File: src/ddauc_pkg.sv
// Purpose : constants and types for the destination address update control
// Assumes : one 250 MHz clock, Avalon-MM register slave with byte addresses
// Notes   : every offset and field position is named here, plus the control and address reset values
`default_nettype none
package ddauc_pkg;

    // ----------------------------------------------------------------
    // widths
    // ----------------------------------------------------------------
    localparam int ADDR_W = 24;
    localparam int DATA_W = 32;
    localparam int BUS_AW = 5;
    localparam int CODE_W = 5;

    // ----------------------------------------------------------------
    // register byte offsets
    // ----------------------------------------------------------------
    localparam logic [BUS_AW-1:0] OFF_CTRL  = 5'h00;
    localparam logic [BUS_AW-1:0] OFF_DADDR = 5'h04;
    localparam logic [BUS_AW-1:0] OFF_MODE  = 5'h08;
    localparam logic [BUS_AW-1:0] OFF_STAT  = 5'h0C;
    localparam logic [BUS_AW-1:0] OFF_MASK  = 5'h10;

    // ----------------------------------------------------------------
    // field positions
    // ----------------------------------------------------------------
    localparam int UPD_HI_BIT = 7;
    localparam int UPD_LO_BIT = 6;
    localparam int RIE_BIT    = 5;
    localparam int AREA_MSB   = 4;
    localparam int ACT_BIT    = 0;
    localparam int BLK_BIT    = 1;
    localparam int ACKPIN_BIT = 2;
    localparam int FLAG_BIT   = 0;
    localparam int IEN_BIT    = 0;

    // ----------------------------------------------------------------
    // reset values and codes
    // ----------------------------------------------------------------
    localparam logic [7:0]        CTRL_RST  = 8'h00;
    localparam logic [ADDR_W-1:0] DADDR_RST = 24'h000000;
    localparam logic [CODE_W-1:0] CODE_NONE = 5'h00;
    localparam logic [CODE_W-1:0] CODE_MAX  = 5'h17;
    localparam logic [ADDR_W-1:0] STEP_BYTE = 24'h000001;
    localparam logic [ADDR_W-1:0] STEP_WORD = 24'h000002;

    typedef enum logic [1:0] {
        UPD_FIXED0 = 2'b00,
        UPD_FIXED1 = 2'b01,
        UPD_INC    = 2'b10,
        UPD_DEC    = 2'b11
    } ddauc_upd_t;

endpackage
`default_nettype wire

File: src/ddauc_addr_step.sv
// Purpose : next destination address and repeat-area wrap detection
// Assumes : purely combinational, evaluated for the current transfer
// Notes   : prohibited area codes behave as no repeat area
`timescale 1ns/10ps
`default_nettype none
module ddauc_addr_step (
    input  wire logic [ddauc_pkg::ADDR_W-1:0] addr,
    input  wire logic [1:0]                   upd_mode,
    input  wire logic                         word,
    input  wire logic [ddauc_pkg::CODE_W-1:0] area_code,
    input  wire logic                         ignore,
    output logic      [ddauc_pkg::ADDR_W-1:0] next_addr,
    output logic      [ddauc_pkg::ADDR_W-1:0] area_mask,
    output logic                              wrap
);
    import ddauc_pkg::*;

    logic [ADDR_W-1:0] step;
    logic [ADDR_W-1:0] low;
    logic [ADDR_W-1:0] upper;

    // mask of the lower n bits; code zero means no area
    always_comb begin
        area_mask = '0;
        if (area_code != CODE_NONE && area_code <= CODE_MAX) begin
            area_mask = ~({ADDR_W{1'b1}} << area_code);
        end
    end

    // step by access size, wrap only the lower bits; with a repeat area set the upper bits never move
    always_comb begin
        step      = word ? STEP_WORD : STEP_BYTE;
        low       = addr & area_mask;
        upper     = addr & ~area_mask;
        next_addr = addr;
        wrap      = 1'b0;
        if (!ignore) begin
            unique case (upd_mode)
                UPD_INC: begin
                    if (|area_mask && (low + step) > area_mask) begin
                        wrap      = 1'b1;
                        next_addr = upper;
                    end else begin
                        next_addr = addr + step;
                    end
                end
                UPD_DEC: begin
                    if (|area_mask && low < step) begin
                        wrap      = 1'b1;
                        next_addr = upper | area_mask;
                    end else begin
                        next_addr = addr - step;
                    end
                end
                UPD_FIXED0,
                UPD_FIXED1: next_addr = addr;
            endcase
        end
    end
endmodule // ddauc_addr_step
`default_nettype wire

File: src/ddauc_top.sv
// Purpose : destination address update control of one dma channel
// Assumes : transfer engine pulses xfer_done once per completed transfer
// Notes   : registers on Avalon-MM, one-cycle waitrequest answer
//
// Contract
// - mode bits 7:6, enable bit 5, reset zero
// - upper mode bit zero fixed; increment +1/+2
// - decrement by one byte, two word
// - external acknowledged destination ignores update mode
// - enabled overflow sets flag, stops transfer
// - flag with channel enable requests interrupt
// - block mode raises only at block end
// - setting active again resumes stopped channel
// - enable ignored without designated repeat area
// - enable zero: overflow neither flags nor stops
// - overflow wraps lower bits to start/last
// - five-bit area code, zero means none
//
// Added by the designer: the address map and register access over Avalon-MM.
`timescale 1ns/10ps
`default_nettype none
module ddauc_top (
    input  wire logic                         clk,
    input  wire logic                         nrst,
    input  wire logic [ddauc_pkg::BUS_AW-1:0] avs_address,
    input  wire logic                         avs_read,
    input  wire logic                         avs_write,
    input  wire logic [ddauc_pkg::DATA_W-1:0] avs_writedata,
    output logic      [ddauc_pkg::DATA_W-1:0] avs_readdata,
    output logic                              avs_waitrequest,
    input  wire logic                         xfer_done,
    input  wire logic                         xfer_word,
    input  wire logic                         block_end,
    output logic      [ddauc_pkg::ADDR_W-1:0] dest_addr,
    output logic                              xfer_active,
    output logic                              irq
);
    import ddauc_pkg::*;

    // ----------------------------------------------------------------
    // state
    // ----------------------------------------------------------------
    logic [7:0]        ctrl_r;
    logic [ADDR_W-1:0] dest_addr_reg_r;
    logic              xfer_active_r;
    logic              block_mode_r;
    logic              ackpin_single_r;
    logic              irq_flag_r;
    logic              channel_irq_en_r;
    logic              wrap_pend_r;
    logic              irq_r;
    logic              wait_r;
    logic [DATA_W-1:0] rdata_r;

    logic [ADDR_W-1:0] next_addr;
    logic [ADDR_W-1:0] area_mask;
    logic              wrap;
    logic              wr_hit;
    logic              rd_req;
    logic              xfer_ev;
    logic              overflow_now;
    logic              fire;
    logic              terminate;
    logic              area_valid;
    logic [1:0]        upd_mode;
    logic [DATA_W-1:0] rdata_nxt;

    assign upd_mode = {ctrl_r[UPD_HI_BIT], ctrl_r[UPD_LO_BIT]};

    // ----------------------------------------------------------------
    // address arithmetic
    // ----------------------------------------------------------------
    ddauc_addr_step u_step (
        .addr      (dest_addr_reg_r),
        .upd_mode  (upd_mode),
        .word      (xfer_word),
        .area_code (ctrl_r[AREA_MSB:0]),
        .ignore    (ackpin_single_r),
        .next_addr (next_addr),
        .area_mask (area_mask),
        .wrap      (wrap)
    );

    // ----------------------------------------------------------------
    // event decode
    // ----------------------------------------------------------------
    // transfers while stopped are ignored so a stopped channel keeps its state
    assign xfer_ev      = xfer_done && xfer_active_r;
    assign overflow_now = xfer_ev && wrap;
    assign area_valid   = |area_mask;
    // in block mode an overflow is remembered until the block finishes
    assign fire = block_mode_r ? (xfer_ev && block_end && (wrap_pend_r || wrap))
                               : overflow_now;
    assign terminate = fire && ctrl_r[RIE_BIT] && area_valid;

    // ----------------------------------------------------------------
    // bus slave
    // ----------------------------------------------------------------
    // every access waits exactly one cycle; the write lands on the accepting edge
    assign wr_hit = avs_write && !wait_r;
    assign rd_req = avs_read && wait_r;

    always_ff @(posedge clk or negedge nrst) begin
        if (!nrst) begin
            wait_r <= 1'b1;
        end else if ((avs_read || avs_write) && wait_r) begin
            wait_r <= 1'b0;
        end else begin
            wait_r <= 1'b1;
        end
    end

    // read mux; unmapped offsets read as zero
    always_comb begin
        rdata_nxt = '0;
        unique case (avs_address)
            OFF_CTRL:  rdata_nxt[7:0]          = ctrl_r;
            OFF_DADDR: rdata_nxt[ADDR_W-1:0]   = dest_addr_reg_r;
            OFF_MODE: begin
                rdata_nxt[ACT_BIT]    = xfer_active_r;
                rdata_nxt[BLK_BIT]    = block_mode_r;
                rdata_nxt[ACKPIN_BIT] = ackpin_single_r;
            end
            OFF_STAT:  rdata_nxt[FLAG_BIT]     = irq_flag_r;
            OFF_MASK:  rdata_nxt[IEN_BIT]      = channel_irq_en_r;
            default:   rdata_nxt               = '0;
        endcase
    end

    // read data is captured so it stands at the edge waitrequest is low
    always_ff @(posedge clk or negedge nrst) begin
        if (!nrst) begin
            rdata_r <= '0;
        end else if (rd_req) begin
            rdata_r <= rdata_nxt;
        end
    end

    // ----------------------------------------------------------------
    // control registers
    // ----------------------------------------------------------------
    // address control byte, cleared at reset
    always_ff @(posedge clk or negedge nrst) begin
        if (!nrst) begin
            ctrl_r <= CTRL_RST;
        end else if (wr_hit && avs_address == OFF_CTRL) begin
            ctrl_r <= avs_writedata[7:0];
        end
    end

    // mode bits; hardware termination beats a software write in the same cycle
    always_ff @(posedge clk or negedge nrst) begin
        if (!nrst) begin
            xfer_active_r   <= 1'b0;
            block_mode_r    <= 1'b0;
            ackpin_single_r <= 1'b0;
        end else begin
            if (terminate) begin
                xfer_active_r <= 1'b0;
            end else if (wr_hit && avs_address == OFF_MODE) begin
                xfer_active_r <= avs_writedata[ACT_BIT];
            end
            if (wr_hit && avs_address == OFF_MODE) begin
                block_mode_r    <= avs_writedata[BLK_BIT];
                ackpin_single_r <= avs_writedata[ACKPIN_BIT];
            end
        end
    end

    // mask register holds the channel interrupt enable
    always_ff @(posedge clk or negedge nrst) begin
        if (!nrst) begin
            channel_irq_en_r <= 1'b0;
        end else if (wr_hit && avs_address == OFF_MASK) begin
            channel_irq_en_r <= avs_writedata[IEN_BIT];
        end
    end

    // sticky flag, write one to clear; a new event wins over the clear
    always_ff @(posedge clk or negedge nrst) begin
        if (!nrst) begin
            irq_flag_r <= 1'b0;
        end else if (terminate) begin
            irq_flag_r <= 1'b1;
        end else if (wr_hit && avs_address == OFF_STAT && avs_writedata[FLAG_BIT]) begin
            irq_flag_r <= 1'b0;
        end
    end

    // level interrupt, registered so the output comes from a flop
    always_ff @(posedge clk or negedge nrst) begin
        if (!nrst) begin
            irq_r <= 1'b0;
        end else begin
            irq_r <= irq_flag_r && channel_irq_en_r;
        end
    end

    // ----------------------------------------------------------------
    // address and block bookkeeping
    // ----------------------------------------------------------------
    // a transfer update beats a software write to the address
    always_ff @(posedge clk or negedge nrst) begin
        if (!nrst) begin
            dest_addr_reg_r <= DADDR_RST;
        end else if (xfer_ev) begin
            dest_addr_reg_r <= next_addr;
        end else if (wr_hit && avs_address == OFF_DADDR) begin
            dest_addr_reg_r <= avs_writedata[ADDR_W-1:0];
        end
    end

    // overflow seen inside a block waits for the block end
    always_ff @(posedge clk or negedge nrst) begin
        if (!nrst) begin
            wrap_pend_r <= 1'b0;
        end else if (!block_mode_r || (xfer_ev && block_end)) begin
            wrap_pend_r <= 1'b0;
        end else if (overflow_now) begin
            wrap_pend_r <= 1'b1;
        end
    end

    assign avs_readdata    = rdata_r;
    assign avs_waitrequest = wait_r;
    assign dest_addr       = dest_addr_reg_r;
    assign xfer_active     = xfer_active_r;
    assign irq             = irq_r;
endmodule // ddauc_top
`default_nettype wire

File: config.mk
export PLATFORM = sky130hd
export DESIGN_NAME = ddauc_top
export DESIGN_NICKNAME = d
export VERILOG_FILES = /design/src/ddauc_pkg.sv /design/src/ddauc_addr_step.sv /design/src/ddauc_top.sv
export SDC_FILE = /design/constraint.sdc
export NUM_CORES = 1
export LEC_CHECK = 0
export ABC_AREA = 1
export BUFFER_PORTS_ARGS = -buffer_cell sky130_fd_sc_hd__buf_4
export CORE_MARGIN = 5
export CORE_UTILIZATION = 35
export CTS_CLUSTER_DIAMETER = 150
export DETAILED_ROUTE_END_ITERATION = 6
export HOLD_SLACK_MARGIN = 0.12
export PLACE_DENSITY = 0.58
export SLEW_MARGIN = 10
export SYNTH_ARGS = -nofsm -noshare
export SYNTH_HDL_FRONTEND = slang
export SYNTH_SLANG_ARGS = --single-unit
File: constraint.sdc
create_clock -name clk -period 4.11 [get_ports clk]
set_clock_uncertainty 0.15 [all_clocks]
set_input_delay 0.6165 -clock clk [delete_from_list [all_inputs] [get_ports clk]]
set_output_delay 0.6165 -clock clk [all_outputs]
set_load 0.1 [all_outputs]
# Word level (Yosys, flattened, before mapping)
# Index checks and enable logic that the tools add are counted.
# W data, S select, Z words.
[totals]
reg_bits = 64
in_bits = 44
out_inout_bits = 59
word_cells = 90
[classes]
addsub = 3
n_lt_le_gt_ge = 3
n_eq_ne = 9
shift = 1
mux = 24
bitwise_logic = 5
n_reduce_logical = 34
[op_table]
columns = ["cell", "n"]
rows = [
  ["$mux W24", 6],
  ["$add A24 B24 Y24", 2],
  ["$and A24 B24 Y24", 2],
  ["$not A24 Y24", 2],
  ["$pmux W24 S2", 1],
  ["$gt A24 B24 Y1", 1],
  ["$lt A24 B24 Y1", 1],
  ["$or A24 B24 Y24", 1],
  ["$reduce_or A24 Y1", 1],
  ["$shl A24 B5 Y24 const A", 1],
  ["$sub A24 B24 Y24", 1],
  ["$logic_and A1 B1 Y1", 19],
  ["$mux W16", 1],
  ["$mux W1", 11],
  ["$eq A5 B4 Y1 const B", 2],
  ["$pmux W5 S2", 1],
  ["$reduce_bool A2 Y1", 4],
  ["$pmux W2 S3", 1],
  ["$eq A5 B3 Y1 const B", 1],
  ["$eq A5 B5 Y1 const B", 1],
  ["$le A5 B5 Y1 const B", 1],
  ["$logic_not A5 Y1", 1],
  ["$pmux W1 S5", 1],
  ["$reduce_bool A5 Y1", 1],
  ["other kinds (10)", 15],
]

# Longest topological paths before layout
[depth]
ltp_word = 16
depth_mapped = 36
mapped_depth_nobuf = 34

# By module
# Synthesis repeated with hierarchy kept, for this count alone.
[unflattened]
cells_unflattened = 1308
area_unflattened_um2 = 7866.3
[by_module_without_submodules]
columns = ["module", "instances", "cells_each", "area_each_um2", "seq_area_each_um2"]
rows = [
  ["ddauc_addr_step", 1, 882, 4618.2, 0.0],
  ["ddauc_top", 1, 426, 3248.1, 1602.8],
]

# Worst setup path before layout
# OpenSTA, ideal clock, no wires.
[synth_timing]
kind = "register to register"
start = "register dest_addr_reg_r[0], in the netlist dest_addr[0]"
end = "register dest_addr_reg_r[20], in the netlist dest_addr[20]"
setup_ps = 116
arrival_time_ps = 3998
required_time_ps = 3844
setup_slack_ps = -155
stages_incl_launch_ff = 31
n_path_buf = 2
period_less_slack_ps = 4265
path_cell_list = "dfrtp_1 -> inv_1 -> nor2_1 -> ha_1 -> ha_1 -> inv_1 -> nand2_2 -> nand3_4 -> nor2_4 -> nand2_2 -> nor2_4 -> nand2_1 -> nor2_2 -> xor2_1 -> inv_1 -> ha_1 -> nand2_1 -> nor2_1 -> nand2_1 -> nor2_1 -> nand2_1 -> nand3_1 -> nand2_1 -> buf_2 -> buf_2 -> nand2_1 -> nand2_1 -> a21oi_1 -> nand2_1 -> nand2_1 -> nand2_1"
[synth_between]
elab_chain_cells = 8
word_cells_on_any_way = 13
classes_between = "add/sub (3); order compare (2); mux (5); bitwise (1); reduce/logical (2)"
[synth_rtl]
columns = ["element", "line", "text"]
rows = [
  ["start, declared", "ddauc_top.sv:44", "logic [ADDR_W-1:0] dest_addr_reg_r;"],
  ["start signal, assigned", "ddauc_top.sv:207", "dest_addr_reg_r <= next_addr;"],
  ["start signal, assigned", "ddauc_top.sv:209", "dest_addr_reg_r <= avs_writedata[ADDR_W-1:0];"],
  ["$and A24 B24 Y24", "ddauc_addr_step.sv:33", "low = addr & area_mask;"],
  ["$add A24 B24 Y24", "ddauc_addr_step.sv:40", "if (|area_mask && (low + step) > area_mask) begin"],
  ["$gt A24 B24 Y1", "ddauc_addr_step.sv:40", ""],
  ["$logic_and A1 B1 Y1", "ddauc_addr_step.sv:40", ""],
  ["$mux W24", "ddauc_addr_step.sv:40", ""],
  ["$pmux W24 S2 *", "ddauc_addr_step.sv:38", "unique case (upd_mode)"],
  ["$mux W24 *", "ddauc_addr_step.sv:37", "if (!ignore) begin"],
  ["$mux W24 *", "ddauc_top.sv:206", "end else if (xfer_ev) begin"],
]
# Every way passes the cells marked *; elsewhere a longest branch is shown, timed or not. The select of a mux whose other input is x is not followed.
# A chain may end at the register's enable or synchronous reset.

# Worst setup path in the final report
[layout_timing]
start = "register ctrl_r[4]"
end = "register xfer_active_r, in the netlist xfer_active"
[layout_between]
elab_chain_cells = 16
word_cells_on_any_way = 25
classes_between = "add/sub (1); order compare (3); shift (1); mux (7); bitwise (2); reduce/logical (11)"
[layout_rtl]
columns = ["element", "line", "text"]
rows = [
  ["start, declared", "ddauc_top.sv:43", "logic [7:0] ctrl_r;"],
  ["start signal, assigned", "ddauc_top.sv:147", "ctrl_r <= avs_writedata[7:0];"],
  ["$shl A24 B5 Y24 (tied with other cells)", "ddauc_addr_step.sv:26", "area_mask = ~({ADDR_W{1'b1}} << area_code);"],
  ["$not A24 Y24 / $logic_and A1 B1 Y1 (equally long branches)", "ddauc_addr_step.sv:26, ddauc_addr_step.sv:25", ""],
  ["$mux W24 *", "ddauc_addr_step.sv:25", "if (area_code != CODE_NONE && area_code <= CODE_MAX) begin"],
  ["$and A24 B24 Y24", "ddauc_addr_step.sv:33", ""],
  ["$add A24 B24 Y24", "ddauc_addr_step.sv:40", ""],
  ["$gt A24 B24 Y1", "ddauc_addr_step.sv:40", ""],
  ["$logic_and A1 B1 Y1", "ddauc_addr_step.sv:40", ""],
  ["$mux W1", "ddauc_addr_step.sv:40", ""],
  ["$pmux W1 S2", "ddauc_addr_step.sv:38", ""],
  ["$mux W1", "ddauc_addr_step.sv:37", ""],
  ["$logic_or A1 B1 Y1", "ddauc_top.sv:92", "assign fire = block_mode_r ? (xfer_ev && block_end && (wrap_pend_r || wrap))"],
  ["$logic_and A1 B1 Y1", "ddauc_top.sv:92", ""],
  ["$mux W1", "ddauc_top.sv:92", ""],
  ["$logic_and A1 B1 Y1", "ddauc_top.sv:94", "assign terminate = fire && ctrl_r[RIE_BIT] && area_valid;"],
  ["$logic_and A1 B1 Y1 *", "ddauc_top.sv:94", ""],
  ["$mux W1 / $reduce_bool A2 Y1 (equally long branches)", "--", ""],
  ["end signal, assigned", "ddauc_top.sv:161", "xfer_active_r <= avs_writedata[ACT_BIT];"],
  ["end, declared", "ddauc_top.sv:45", "logic xfer_active_r;"],
]
# Every way passes the cells marked *; elsewhere a longest branch is shown, timed or not.

==> results.py <==
metrics = {
    "worst_setup_path": {
        "cp_num_cells": 29,
        "critical_path.slowest_cell": "dfrtp_2",
        "crit-reg2reg-capture": "xfer_active",
        "path_class": "register to register",
        "data_required_time_of_the_worst_path_ps": 4190,
        "r2r_setup_slack_ps": -10,
        "worst_setup_path_endpoint": "xfer_active",
        "critical_path_maximum_fanout": 12,
        "critPathLaunch": "ctrl_r[4]",
        "worst-path-buf-inv": 8,
        "r2r.worst_path.cells": 29,
        "setup.worst_path.end_class": "register",
        "crit_family": "simple AND/OR/NAND/NOR gates",
        "arrival_ps": 4210,
        "crit_path_frequent_cell": "nand2_2",
        "worstReg2RegStart": "ctrl_r[4]",
        "critical_path.startpoint_type": "register",
        "timing.critical_path.slowest_cell_delay_ps": 450,
    },
    "floorplan": {
        "std_cell_rows": 51,
        "dieWidth_um": 150,
        "design.portCount": 103,
        "die_area_um2": 22600,
        "core-area_um2": 19400,
        "chipHeight_um": 150,
        "start_util_pct": 35.5,
    },
    "cts": {
        "worstSkewPairLatency_ps": 350,
        "clk_path_buf_depth": 2,
        "cts.clk_slew.worst_paths_ps": 60,
        "tritoncts_clock_tree": "yes",
        "tritoncts.num_buffers": 9,
        "clock_tree.root_cell": "clkbuf_16",
        "htreeDepth": 3,
        "cts.sinks": 64,
    },
    "synth": {
        "syn-instance-count": 1128,
        "synth_seq_cells": 64,
        "avgSynthCellArea_um2": 6.10,
        "synth_seq_area_share_pct": 23.3,
        "ys_dominant_reg_cell": "dfrtp_1",
        "synth_edf_count": 0,
        "async_set_or_reset_flop_fraction_in_the_synthesized_netlist_pct": 100,
        "netlist-cell-type-count": 45,
        "synthesis.yosys.warnings": 0,
        "mappedNetlistArea_um2": 6880,
    },
    "global_routing": {
        "number_of_global_route_vias_before_repair": 7264,
        "antenna_violations_before_repair": 0,
        "grt_max_degree": 65,
        "overflow_left_after_global_routing": 0,
        "grt_first_pass_wirelength_um": 41100,
        "total_routing_usage_reported_by_global_routing_pct": 23.5,
    },
    "power_and_ir_drop": {
        "power.density_cell_area_nw_per_um2": 666,
        "p_total_uw": 6230,
        "leakage_uw": 0.00476,
        "power.ir.vdd_worst_uv": 524,
    },
    "place": {
        "detailed_place.area_um2": 8380,
        "gpl.final_weighted_congestion": 1.01,
        "hpwl_um": 20800,
        "numPlacedInstances": 1529,
        "numPortBuffers": 86,
    },
    "layout": {
        "num-nets-final": 1372,
        "fill_cells": 2066,
        "instances_no_fill": 1565,
        "antennaDiodeCount": 0,
        "area_growth_syn_to_layout_pct": 35.9,
        "fin_area_um2": 9350,
        "most-common-layout-cells": "nand2_1, buf_4, nor2_1, inv_1, nand3_1",
        "layout.cells.most_common": "nand2_1",
        "register_area_um2": 1610,
        "layout-drive-gt1-share_pct": 26.6,
        "total_area_of_multi_input_combinational_cells_um2": 4950,
    },
    "sta": {
        "setup_ws_ps": -13.7,
        "max_freq_mhz": 242,
        "grt_setup_unrepaired": "yes",
        "slew_viols_final": 0,
        "worst_pin_slew_ps": 835,
        "period_share_pct": 100,
        "fin_crit_ps": 4120,
        "finalSetupViolations": 2,
        "setup_tns_final_ps": -20.3,
        "max-slew-margin-rel_pct": 44.3,
        "final_hold_slack_ps": 219,
        "timing.final.hold_violations": 0,
    },
    "job": {
        "drv_cap": 0,
    },
    "detailed_routing": {
        "routed-via-count": 7939,
        "routed_via_density": 5.07,
        "finalWirelength_um": 26800,
        "initial_drc_count": 579,
        "detail_route.drc_violations": 0,
        "routedWlPerCell_um": 17.1,
        "antenna_violation_net_count_after_detailed_routing": 0,
        "firstDrtPassIters": 5,
    },
    "run_status": {
        "run_status": "complete, but fails checks",
        "violations_in_the_final_reports": "setup timing",
    },
    "worst_hold_path": {
        "min_delay_worst_type": "input pin to async pin",
    },
}
[repair_timing]
item | 4_1_cts | 5_1_grt
cloned | 2 | 1
setup buffers | 3 | 15
pin swaps | 12 | 51
endpoints found under the setup margin | 27 | 27
hold buffers | 0 | 0
resized for setup | 18 | 116
[report_power, final]
group,switching (uW),total (uW),internal [uW]
Sequential,234,1020,782
Combinational,3040,4390,1340
Clock,296,827,531
Total,3580,6230,2660
[layer usage]
metal	global-route usage, %	wire [um]	vias to the layer above	part of all wire, %
li1	-	-	3911	-
met1	32.3	11900	3728	44
met2	38.8	12600	254	47
met3	3.01	1500	46	5.6
met4	7.04	843	0	3.1
met5	0	0	-	0
[worst register-to-register path: cells and delay by family, from the launching register on]
family | cells | cell delay, ps
AND/OR/NAND/NOR | 16 | 1680
buffers and inverters | 8 | 920
flip-flops | 1 | 450
AO/OA/AOI/OAI | 3 | 400
adder cells (fa/ha/maj) | 1 | 250
XOR/XNOR | 1 | 180
[cell usage after synthesis, types with 5 or more instances]
library cell    n  area (um2)
a21oi_1        55         275
buf_2          12        60.1
buf_4           9        67.6
clkbuf_1       33         124
dfrtp_1        63        1580
ha_1           31         388
inv_1         107         402
inv_2          12        45.0
nand2_1       349        1310
nand2_2        10        62.6
nand3_1        79         395
nand4_1        16         100
nor2_1        147         552
nor2_2          5        31.3
nor3_1         10        50.1
nor4_1          8        50.1
o21ai_0        45         225
o21ai_1        20         100
o31ai_1        16         120
xnor2_1         5        43.8
xor2_1         54         473
[final cells by class]
cell class,count,share of cell area (%)
clock buffers,11,2.49
clock inverters,5,0.870
inverters,122,4.93
multi-input cells,890,53.0
flip-flops and latches,64,17.2
well taps,265,3.55
repair buffers,208,18.0
[metrics by stage]
stage / setup slack, ps / util [%]
after detailed placement: -224 / 43.2
after global placement: -136 / 43.2
after global routing: -249 / 48.2
after CTS: -12.2 / 45.5
final: -13.7 / 48.2
after floorplan: 26.5 / -
[cell families after synthesis]
group	after synthesis	synth area share, %
simple gates	643	40.2
buf+inv	181	11.0
compound gates	145	11.5
flops	64	23.3
xor+xnor	59	7.51
fa+ha+maj	33	6.22
other cells	2	0.109
mux	1	0.145
[worst min path at each step]
stage | end | slack [ps] | depth (start not counted)
after floorplan | ackpin_single_r | 170 | 0
after global placement | avs_waitrequest | 320 | 1
final | avs_readdata[13] | 220 | 1
after global routing | avs_waitrequest | 280 | 2
after CTS | avs_readdata[22] | 260 | 1
after detailed placement | avs_waitrequest | 320 | 1
Note: power is estimated with default switching activity, not from simulation.
